## src/smr_cfg.svh

```systemverilog
// constants for the operating-control word decoder
`ifndef SMR_CFG_SVH
`define SMR_CFG_SVH

// ----------------------------------------------------------------
// frame layout
// ----------------------------------------------------------------
`define SMR_FRAME_BITS     16            // spi clocks per legal frame
`define SMR_ADDR_HI        15            // register select, upper bit
`define SMR_ADDR_LO        14            // register select, lower bit
`define SMR_FB_SEL_BIT     13            // feedback select
`define SMR_RO_BIT         12            // readback only
`define SMR_WPC_HI         11            // watchdog period code
`define SMR_WPC_LO         6
`define SMR_OMC_HI         5             // operating mode code
`define SMR_OMC_LO         3
`define SMR_DBG_BIT        2             // supervision off
`define SMR_EN_BIT         1             // enable output
`define SMR_ADDR_MODE      2'h0          // operating-control register select
`define SMR_RRS_LATCH_CNT  5'h03         // bits received once feedback select known

// ----------------------------------------------------------------
// mode codes
// ----------------------------------------------------------------
`define SMR_OM_UNDEF       3'h0
`define SMR_OM_NORMAL      3'h1
`define SMR_OM_STANDBY     3'h2
`define SMR_OM_INIT_FLASH  3'h3
`define SMR_OM_SLEEP       3'h4
`define SMR_OM_INIT_NORMAL 3'h5
`define SMR_OM_LEAVE_FLASH 3'h6
`define SMR_OM_FLASH       3'h7
`define SMR_WPC_OFF        6'h36         // off in standby and sleep

// ----------------------------------------------------------------
// reset values and reset causes
// ----------------------------------------------------------------
`define SMR_WPC_RST        6'h09
`define SMR_OMC_RST        3'h1
`define SMR_CAUSE_POR      4'h0
`define SMR_CAUSE_ILLEGAL  4'h5
`define SMR_CAUSE_FLASH    4'hb

// ----------------------------------------------------------------
// timing
// ----------------------------------------------------------------
`define SMR_CLK_PERIOD_NS  50            // system clock, 20 mhz
`define SMR_OSC_KHZ        512           // watchdog oscillator
`define SMR_T_WD_INIT_MS   256           // initial watchdog window
`define SMR_T_RST_PULSE_US 20            // forced reset pulse
`define SMR_RST_PULSE_CYC  ((`SMR_T_RST_PULSE_US * 1000 + `SMR_CLK_PERIOD_NS - 1) / `SMR_CLK_PERIOD_NS)
`define SMR_WD_INIT_CYC    (`SMR_T_WD_INIT_MS * 1000000 / `SMR_CLK_PERIOD_NS)

`endif

```

## src/smr_pkg.sv

```systemverilog
// types for the operating-control word decoder
package smr_pkg;
    // flash entry sequence tracker
    typedef enum logic [2:0] {
        SEQ_IDLE      = 3'h0,
        SEQ_N1        = 3'h1,
        SEQ_F1        = 3'h2,
        SEQ_N2        = 3'h3,
        SEQ_WAIT_INIT = 3'h4,
        SEQ_FLASH     = 3'h5
    } smr_seq_t;
endpackage : smr_pkg

```

## src/smr_spi_rx.sv

```systemverilog
// spi frame shifter with pin synchronisers and feedback shift-out
`timescale 1ns/1ps
`include "smr_cfg.svh"

module smr_spi_rx
(
    input  wire logic        clk,
    input  wire logic        rst,
    input  wire logic        scs_n_pin,     // chip select pin, low active
    input  wire logic        sck_pin,       // spi clock pin
    input  wire logic        sdi_pin,       // serial data in
    input  wire logic [11:0] status_word,   // status feedback data
    input  wire logic [11:0] diag_word,     // diagnosis feedback data
    output logic             sdo_out,       // serial data out
    output logic             sdo_oe_n,      // low while driving sdo
    output logic             frame_valid,   // one-cycle, 16-clock frame ended
    output logic [15:0]      frame_data     // data of the last frame, complete or not
);
    // ----------------------------------------------------------------
    // synchronisers
    // ----------------------------------------------------------------
    logic [2:0]  scs_s;                     // [0],[1] sync, [2] history
    logic [2:0]  sck_s;
    logic [1:0]  sdi_s;
    logic [15:0] rx_q;                      // receive shift register
    logic [4:0]  cnt_q;                     // falling edges seen
    logic [4:0]  rise_q;                    // rising edges seen
    logic        rrs_q;                     // latched feedback select
    logic        sdo_q;
    logic        act;
    logic        sck_fall;
    logic        sck_rise;
    logic        scs_fall;
    logic        scs_rise;
    logic [15:0] tx_word;

    // two stages before use
    always_ff @(posedge clk)
    begin
        if (rst)
        begin
            scs_s <= 3'h7;
            sck_s <= 3'h0;
            sdi_s <= 2'h0;
        end
        else
        begin
            scs_s <= {scs_s[1:0], scs_n_pin};
            sck_s <= {sck_s[1:0], sck_pin};
            sdi_s <= {sdi_s[0], sdi_pin};
        end
    end

    assign act      = ~scs_s[1];
    assign sck_fall = sck_s[2] & ~sck_s[1] & act;
    assign sck_rise = ~sck_s[2] & sck_s[1] & act;
    assign scs_fall = scs_s[2] & ~scs_s[1];
    assign scs_rise = ~scs_s[2] & scs_s[1];

    // ----------------------------------------------------------------
    // receive, sample on falling sck
    // ----------------------------------------------------------------
    always_ff @(posedge clk)
    begin
        if (rst)
        begin
            rx_q        <= 16'h0000;
            cnt_q       <= 5'h00;
            frame_valid <= 1'b0;
            frame_data  <= 16'h0000;
        end
        else
        begin
            frame_valid <= 1'b0;
            if (scs_fall)
            begin
                rx_q  <= 16'h0000;
                cnt_q <= 5'h00;
            end
            else if (sck_fall)
            begin
                rx_q <= {rx_q[14:0], sdi_s[1]};
                // saturate so overlong frames stay wrong
                if (cnt_q != 5'h11)
                    cnt_q <= cnt_q + 5'h01;
            end
            // only exact 16-clock frames count
            if (scs_rise)
            begin
                frame_valid <= (cnt_q == 5'(`SMR_FRAME_BITS));
                frame_data  <= rx_q;
            end
        end
    end

    // ----------------------------------------------------------------
    // transmit, shift on rising sck
    // ----------------------------------------------------------------
    // header nibble answers zero, data follows the chosen feedback
    assign tx_word = {4'h0, rrs_q ? diag_word : status_word};

    always_ff @(posedge clk)
    begin
        if (rst)
        begin
            rise_q <= 5'h00;
            rrs_q  <= 1'b0;
            sdo_q  <= 1'b0;
        end
        else
        begin
            if (scs_fall)
            begin
                rise_q <= 5'h00;
                rrs_q  <= 1'b0;
                sdo_q  <= 1'b0;
            end
            else
            begin
                // feedback select is the third received bit
                if (cnt_q == `SMR_RRS_LATCH_CNT)
                    rrs_q <= rx_q[0];
                if (sck_rise && rise_q < 5'h10)
                begin
                    sdo_q  <= tx_word[4'hf - rise_q[3:0]];
                    rise_q <= rise_q + 5'h01;
                end
            end
        end
    end

    assign sdo_out  = sdo_q;
    assign sdo_oe_n = scs_s[1];
endmodule : smr_spi_rx

```

## src/smr_mode_ctrl.sv

```systemverilog
// operating-control word decoder with flash entry sequence
//
// Function
// - top two bits 00 select this register
// - bit 13 picks diagnosis or status feedback
// - bit 12 set: feedback only, no write
// - bit 12 clear: feedback and register load
// - periods counted in 512 khz oscillator ticks
// - bit 2 turns supervision off
// - bit 1 drives the enable output
// - flash only via normal,flash,normal,flash writes
// - last sequence write forces a system reset
// - sequence reset leaves its own reset cause
// - init flash within window completes entry
// - illegal codes ignored and force reset
`timescale 1ns/1ps
`include "smr_cfg.svh"

module smr_mode_ctrl
#(
    parameter int INIT_WIN_CYC = `SMR_WD_INIT_CYC  // initial watchdog window
)
(
    input  wire logic        clk,
    input  wire logic        rst,
    input  wire logic        scs_n,               // spi chip select pin
    input  wire logic        sck,                 // spi clock pin
    input  wire logic        sdi,                 // spi data in pin
    output logic             sdo_out,             // spi data out
    output logic             sdo_oe_n,            // low while driving sdo
    input  wire logic [11:0] status_word,         // status feedback
    input  wire logic [11:0] diag_word,           // diagnosis feedback
    output logic             enable_out,          // enable output pin
    output logic             debug_supervision_off,
    output logic [5:0]       watchdog_period_code,
    output logic [2:0]       operating_mode_code,
    output logic             wd_serve,            // pulse per accepted write
    output logic [15:0]      wd_period_ticks,     // normal-mode period, osc ticks
    output logic             wd_off_low_power,    // watchdog off in standby/sleep
    output logic             flash_mode,          // flash mode reached
    output logic             system_reset_out_n,  // forced system reset, low
    output logic [3:0]       reset_cause          // cause of last forced reset
);
    // ----------------------------------------------------------------
    // frame capture and field decode
    // ----------------------------------------------------------------
    logic              fv;                       // frame valid pulse
    logic [15:0]       fd;                       // frame data
    logic [1:0]        addr;
    logic              ro;
    logic [5:0]        wpc;
    logic [2:0]        omc;
    logic              wr;                       // frame for this register
    logic              legal;                    // codes defined
    logic              bad;                      // illegal write
    logic              apply;                    // legal load
    logic              seq_done;                 // last flash entry write
    logic [5:0]        wpc_q;
    logic [2:0]        omc_q;
    logic              dbg_q;
    logic              en_q;
    logic              serve_q;
    logic [15:0]       ticks_q;
    logic [8:0]        rst_cnt_q;                // forced reset length
    logic              system_reset_out_n_q;
    logic [3:0]        cause_q;
    logic [22:0]       win_q;                    // initial window timer
    smr_pkg::smr_seq_t st_q;
    smr_pkg::smr_seq_t st_d;

    smr_spi_rx u_rx
    (
        .clk         (clk),
        .rst         (rst),
        .scs_n_pin   (scs_n),
        .sck_pin     (sck),
        .sdi_pin     (sdi),
        .status_word (status_word),
        .diag_word   (diag_word),
        .sdo_out     (sdo_out),
        .sdo_oe_n    (sdo_oe_n),
        .frame_valid (fv),
        .frame_data  (fd)
    );

    // nominal normal-mode period in ms, zero for undefined codes
    function automatic logic [7:0] wd_ms(input logic [5:0] c);
        case (c)
            6'h09:   wd_ms = 8'h04;
            6'h0c:   wd_ms = 8'h08;
            6'h12:   wd_ms = 8'h10;
            6'h14:   wd_ms = 8'h20;
            6'h1b:   wd_ms = 8'h28;
            6'h24:   wd_ms = 8'h30;
            6'h2d:   wd_ms = 8'h38;
            6'h33:   wd_ms = 8'h40;
            6'h35:   wd_ms = 8'h48;
            6'h36:   wd_ms = 8'h50;
            default: wd_ms = 8'h00;
        endcase
    endfunction : wd_ms

    assign addr  = fd[`SMR_ADDR_HI:`SMR_ADDR_LO];
    assign ro    = fd[`SMR_RO_BIT];
    assign wpc   = fd[`SMR_WPC_HI:`SMR_WPC_LO];
    assign omc   = fd[`SMR_OMC_HI:`SMR_OMC_LO];
    assign wr    = fv && (addr == `SMR_ADDR_MODE);
    assign legal = (wd_ms(wpc) != 8'h00) && (omc != `SMR_OM_UNDEF);
    assign bad   = wr && !legal;
    // writes while the forced reset is low are not taken
    assign apply = wr && legal && !ro && system_reset_out_n_q;
    assign seq_done = apply && (st_q == smr_pkg::SEQ_N2) && (omc == `SMR_OM_FLASH);

    // ----------------------------------------------------------------
    // control word fields
    // ----------------------------------------------------------------
    // load only on legal writes; bit 0 is not stored
    always_ff @(posedge clk)
    begin
        if (rst)
        begin
            wpc_q <= `SMR_WPC_RST;
            omc_q <= `SMR_OMC_RST;
            dbg_q <= 1'b0;
            en_q  <= 1'b0;
        end
        else if (apply)
        begin
            wpc_q <= wpc;
            omc_q <= omc;
            dbg_q <= fd[`SMR_DBG_BIT];
            en_q  <= fd[`SMR_EN_BIT];
        end
    end

    // watchdog service pulse and period in oscillator ticks
    always_ff @(posedge clk)
    begin
        if (rst)
        begin
            serve_q <= 1'b0;
            ticks_q <= 16'h0000;
        end
        else
        begin
            serve_q <= apply;
            ticks_q <= 16'(wd_ms(wpc_q) * `SMR_OSC_KHZ);
        end
    end

    // ----------------------------------------------------------------
    // forced system reset and its cause
    // ----------------------------------------------------------------
    always_ff @(posedge clk)
    begin
        if (rst)
        begin
            rst_cnt_q <= 9'h000;
            system_reset_out_n_q    <= 1'b1;
            cause_q   <= `SMR_CAUSE_POR;
        end
        else if (bad || seq_done)
        begin
            rst_cnt_q <= 9'(`SMR_RST_PULSE_CYC);
            system_reset_out_n_q    <= 1'b0;
            cause_q   <= bad ? `SMR_CAUSE_ILLEGAL : `SMR_CAUSE_FLASH;
        end
        else if (rst_cnt_q != 9'h000)
        begin
            rst_cnt_q <= rst_cnt_q - 9'h001;
            if (rst_cnt_q == 9'h001)
                system_reset_out_n_q <= 1'b1;
        end
    end

    // ----------------------------------------------------------------
    // flash entry sequence
    // ----------------------------------------------------------------
    // any other legal write breaks the chain
    always_comb
    begin
        st_d = st_q;
        case (st_q)
            smr_pkg::SEQ_IDLE:
                if (apply && omc == `SMR_OM_NORMAL)
                    st_d = smr_pkg::SEQ_N1;
            smr_pkg::SEQ_N1:
                if (apply)
                    st_d = (omc == `SMR_OM_FLASH) ? smr_pkg::SEQ_F1 :
                           (omc == `SMR_OM_NORMAL) ? smr_pkg::SEQ_N1 : smr_pkg::SEQ_IDLE;
            smr_pkg::SEQ_F1:
                if (apply)
                    st_d = (omc == `SMR_OM_NORMAL) ? smr_pkg::SEQ_N2 : smr_pkg::SEQ_IDLE;
            smr_pkg::SEQ_N2:
                if (apply)
                    st_d = (omc == `SMR_OM_FLASH) ? smr_pkg::SEQ_WAIT_INIT :
                           (omc == `SMR_OM_NORMAL) ? smr_pkg::SEQ_N1 : smr_pkg::SEQ_IDLE;
            smr_pkg::SEQ_WAIT_INIT:
                // init flash inside the window finishes entry
                if (apply)
                    st_d = (omc == `SMR_OM_INIT_FLASH) ? smr_pkg::SEQ_FLASH
                                                        : smr_pkg::SEQ_IDLE;
                else if (system_reset_out_n_q && win_q == 23'(INIT_WIN_CYC - 1))
                    st_d = smr_pkg::SEQ_IDLE;
            smr_pkg::SEQ_FLASH:
                if (apply && omc == `SMR_OM_LEAVE_FLASH)
                    st_d = smr_pkg::SEQ_IDLE;
            default:
                st_d = smr_pkg::SEQ_IDLE;
        endcase
        // an illegal write restarts the chain
        if (bad)
            st_d = smr_pkg::SEQ_IDLE;
    end

    // state and window timer, timer runs once the reset is released
    always_ff @(posedge clk)
    begin
        if (rst)
        begin
            st_q  <= smr_pkg::SEQ_IDLE;
            win_q <= 23'h000000;
        end
        else
        begin
            st_q <= st_d;
            if (st_q != smr_pkg::SEQ_WAIT_INIT)
                win_q <= 23'h000000;
            else if (system_reset_out_n_q)
                win_q <= win_q + 23'h000001;
        end
    end

    // ----------------------------------------------------------------
    // outputs
    // ----------------------------------------------------------------
    assign enable_out            = en_q;
    assign debug_supervision_off = dbg_q;
    assign watchdog_period_code  = wpc_q;
    assign operating_mode_code   = omc_q;
    assign wd_serve              = serve_q;
    assign wd_period_ticks       = ticks_q;
    assign wd_off_low_power      = (wpc_q == `SMR_WPC_OFF);
    assign flash_mode            = (st_q == smr_pkg::SEQ_FLASH);
    assign system_reset_out_n    = system_reset_out_n_q;
    assign reset_cause           = cause_q;
endmodule : smr_mode_ctrl

```

## config.mk

```make
export PLATFORM = sky130hd
export DESIGN_NAME = smr_mode_ctrl
export DESIGN_NICKNAME = d
export VERILOG_FILES = /design/src/smr_pkg.sv /design/src/smr_spi_rx.sv /design/src/smr_mode_ctrl.sv
export VERILOG_INCLUDE_DIRS = /design/src
export SDC_FILE = /design/constraint.sdc
export NUM_CORES = 1
export LEC_CHECK = 0
export BUFFER_PORTS_ARGS = -buffer_cell sky130_fd_sc_hd__buf_2
export CAP_MARGIN = 30
export CORE_MARGIN = 1
export CORE_UTILIZATION = 50
export DETAILED_ROUTE_END_ITERATION = 8
export GPL_ROUTABILITY_DRIVEN = 0
export PLACE_DENSITY = 0.79
export SLEW_MARGIN = 40
export SYNTH_ARGS = -nofsm -noshare
export SYNTH_HDL_FRONTEND = slang
export SYNTH_SLANG_ARGS = --single-unit
export TNS_END_PERCENT = 1
```

## constraint.sdc

```tcl
create_clock -name clk -period 2.7 [get_ports clk]
set_input_delay 0.405 -clock clk [delete_from_list [all_inputs] [get_ports clk]]
set_output_delay 0.405 -clock clk [all_outputs]
set_load 0.02 [all_outputs]
```

==> run_results.csv <==
group,metric,value,unit
job,maxCapViolations,0,
critical_path,startpoint_type,"flip-flop",
drt,drtIter0Drc,146,
drt,post_drt_wl_per_cell,12.8,µm
place,portBuffers,54,
global_routing,grt_max_degree,29,
timing,max_freq,454,MHz
cts,cts_resized,0,
cts,postCtsHoldBufs,0,
cts,cts-root-buf,"clkbuf_8",
yosys,synth-edff-count,0,
final_layout,fillers,818,
final_layout,layout-drive-gt1-share,16.4,%
cts,htreeDepth,3,
yosys,synth_cells,575,
floorplanning,die_y,102,µm
timing,worst_slack,495,ps
floorplanning,fp.dieW,102,µm
yosys,synth_top_area_share,43.2,%
cts,clockBufferDepth,2,
yosys,async_reset_ff_share,0,%
floorplanning,num_rows,35,
yosys,ys_warn_count,0,
floorplanning,die-area,0.0103,mm²
place,place_ws,600,ps
critical_path,required,2300,ps
yosys,syn_avg_cell_area,8.63,µm²
timing,slew_violations,0,
power_and_ir_drop,power_density,556,mW/mm²
yosys,yosys.area.top_type,"dfxtp_1",
final_layout,area_growth,9.78,%
final_layout,num_antenna_cells,0,
global_routing,antenna_found_initial,0,
yosys,yosysSeqAreaShare,43.2,%
yosys,synthTopCellsByArea,"dfxtp_1 (43%), nand2_1 (7.2%), nor2_1 (4.8%), xor2_1 (4.8%), a21oi_1 (4.5%)",
critical_path,critical_path_arrival,1800,ps
critical_path,worstSetupEndpointType,"output pin",
timing,hold_viol,0,
drt,vias,3989,
timing,finClkSkew,9.35,ps
cts,cts_tree,"done",
cts,clkTransAtPathRegs,100,ps
floorplanning,start_util,52.7,%
drt,wl,9610,µm
yosys,ys.flop_type,"dfxtp_1",
timing,relSlewSlack,50.1,%
drt,ant_nets,0,
global_routing,grt_first_pass_wirelength,16500,µm
timing,worstMarginPinSlew,745,ps
cts,cts_buffers,9,
timing,layout_min_cycle_time,2200,ps
worst_hold_path,worst_hold_path_type,"primary input to flip-flop",
drt,routed_via_density,5.32,
global_routing,grt_pass1_vias,3718,
cts,insertion_delay,360,ps
cts,post_cts_buffers,0,
final_layout,multi_input_area,0.00258,mm²
timing,rsz0062_at_grt,"no",
floorplanning,core_area,0.00942,mm²
yosys,syn_area,0.00496,mm²
critical_path,crit_type,"flip-flop to output pin",
place,hpwlAfterDp,6950,µm
drt,drt_first_pass_iters,5,
timing,fin_crit_sh,81.7,%
run_status,status,"completed",
yosys,ys_types,68,
global_routing,grt_use_total,19.9,%
power_and_ir_drop,p_leak,2.10,nW
global_routing,grt-ovfl-total,0,
cts,clock_sinks,107,
timing,setup_violations,0,
critical_path,r2r_slack,550,ps
yosys,synth_seq_cells,107,
drt,drc,0,
floorplanning,ios,66,
final_layout,ff_latch_area,0.00214,mm²
final_layout,layout.nets,653,
power_and_ir_drop,ir_drop,0.000338,V
critical_path,crit_fanout,12,
timing,tns,0,ps
## layout make-up
| cell class | count | area share [%] |
|---|---|---|
| multi-input combinational | 425 | 47.4 |
| timing repair buffer | 61 | 5.93 |
| clock inverter | 5 | 1.13 |
| tap | 129 | 2.96 |
| sequential | 107 | 39.3 |
| inverter | 12 | 0.827 |
| clock buffer | 11 | 2.41 |
## worst paths after layout
kind | start | endpoint | cells after the start
max | st_q[2] | flash_mode | 3
min | scs_n | u_rx.scs_s[0] | 2
max reg2reg | u_rx.frame_data[8] | rst_cnt_q[5] | 6
min reg2reg | u_rx.scs_s[0] | u_rx.scs_s[1] | 1
## metrics by stage
stage,power (mW),hold WS (ps),instances,cell area (µm²),utilization (%)
after floorplan,2.02,389,585,5000,-
after global placement,2.07,395,734,5260,55.8
after detailed placement,2.09,400,734,5260,55.8
after CTS,3.05,203,750,5450,57.9
after global routing,3.18,222,750,5450,57.9
final,3.03,212,750,5450,57.9
## cell families (layout without fill, tap and decap cells)
group                    after synthesis  in the layout  synth area share, %
XOR/XNOR                              37             37                 6.53
multiplexers                          24             24                 6.66
adder cells (fa/ha/maj)                8              8                 2.02
other                                  1             11               0.0756
AND/OR/NAND/NOR                      255            255                 24.8
AO/OA/AOI/OAI                         90             90                 11.2
flip-flops                           107            107                 43.2
buffers and inverters                 53             89                 5.52
## layout by cell type (no fill, tap or decap), drive strengths merged, types with 3 or more instances in the layout
cell / n
or3: 6
o21ai: 16
mux2i: 15
nor3: 12
nor2: 63
clkbuf: 11
nand3b: 3
nand2: 95
nor3b: 4
inv: 13
nand4: 9
xnor2: 10
dfxtp: 107
clkinv: 3
nor2b: 11
xor2: 27
conb: 11
mux4: 7
a211oi: 3
ha: 8
nand3: 19
nor4b: 4
nor4: 4
a31oi: 5
nand2b: 6
buf: 61
and3: 7
a21oi: 46
and2: 3
## critical path, stage by stage (launching register included)
cell     delay, ps
dfxtp_1        570
inv_1          160
nor3_1         440
buf_2          260
## cell usage after synthesis (7+ instances only)
library cell and number:
xnor2_1 10, dfxtp_1 107, buf_4 12, mux4_2 7
clkbuf_1 16, nor3_1 11, nor2_1 63, nand4_1 9
nand3_1 18, ha_1 8, a21oi_1 45, nor2b_1 10
o21ai_0 16, inv_1 10, xor2_1 27, nand2_1 95
mux2i_1 15
## routing by layer
| layer | GRT usage, % | up-vias | share of wire (%) | routed length, µm |
|---|---|---|---|---|
| li1 | - | 2027 | - | - |
| met1 | 25.1 | 1877 | 47 | 4480 |
| met2 | 33.8 | 76 | 48 | 4630 |
| met3 | 4.76 | 9 | 3.9 | 377 |
| met4 | 6.02 | 0 | 1.2 | 116 |
| met5 | 0 | - | 0 | 0 |
## sequential cells by signal (all words and copies together) (netlist names)
name	cells
u_rx.sdo_out	1
watchdog_period_code	6
wd_period_ticks	5
u_rx.frame_valid	1
rst_cnt_q	9
u_rx.rise_q	5
reset_cause	3
u_rx.rx_q	16
u_rx.frame_data	14
st_q	3
wd_serve	1
debug_supervision_off	1
operating_mode_code	3
enable_out	1
win_q	23
u_rx.scs_s	3
system_reset_out_n	1
u_rx.rrs_q	1
u_rx.cnt_q	5
u_rx.sdi_s	2
u_rx.sck_s	3
## report_power, final
group	internal, mW	total (mW)	switching, mW
Combinational	0.165	0.377	0.212
Sequential	1.63	1.68	0.0480
Clock	0.437	0.974	0.537
Total	2.23	3.03	0.796
Note: power is estimated with default switching activity, not from simulation.
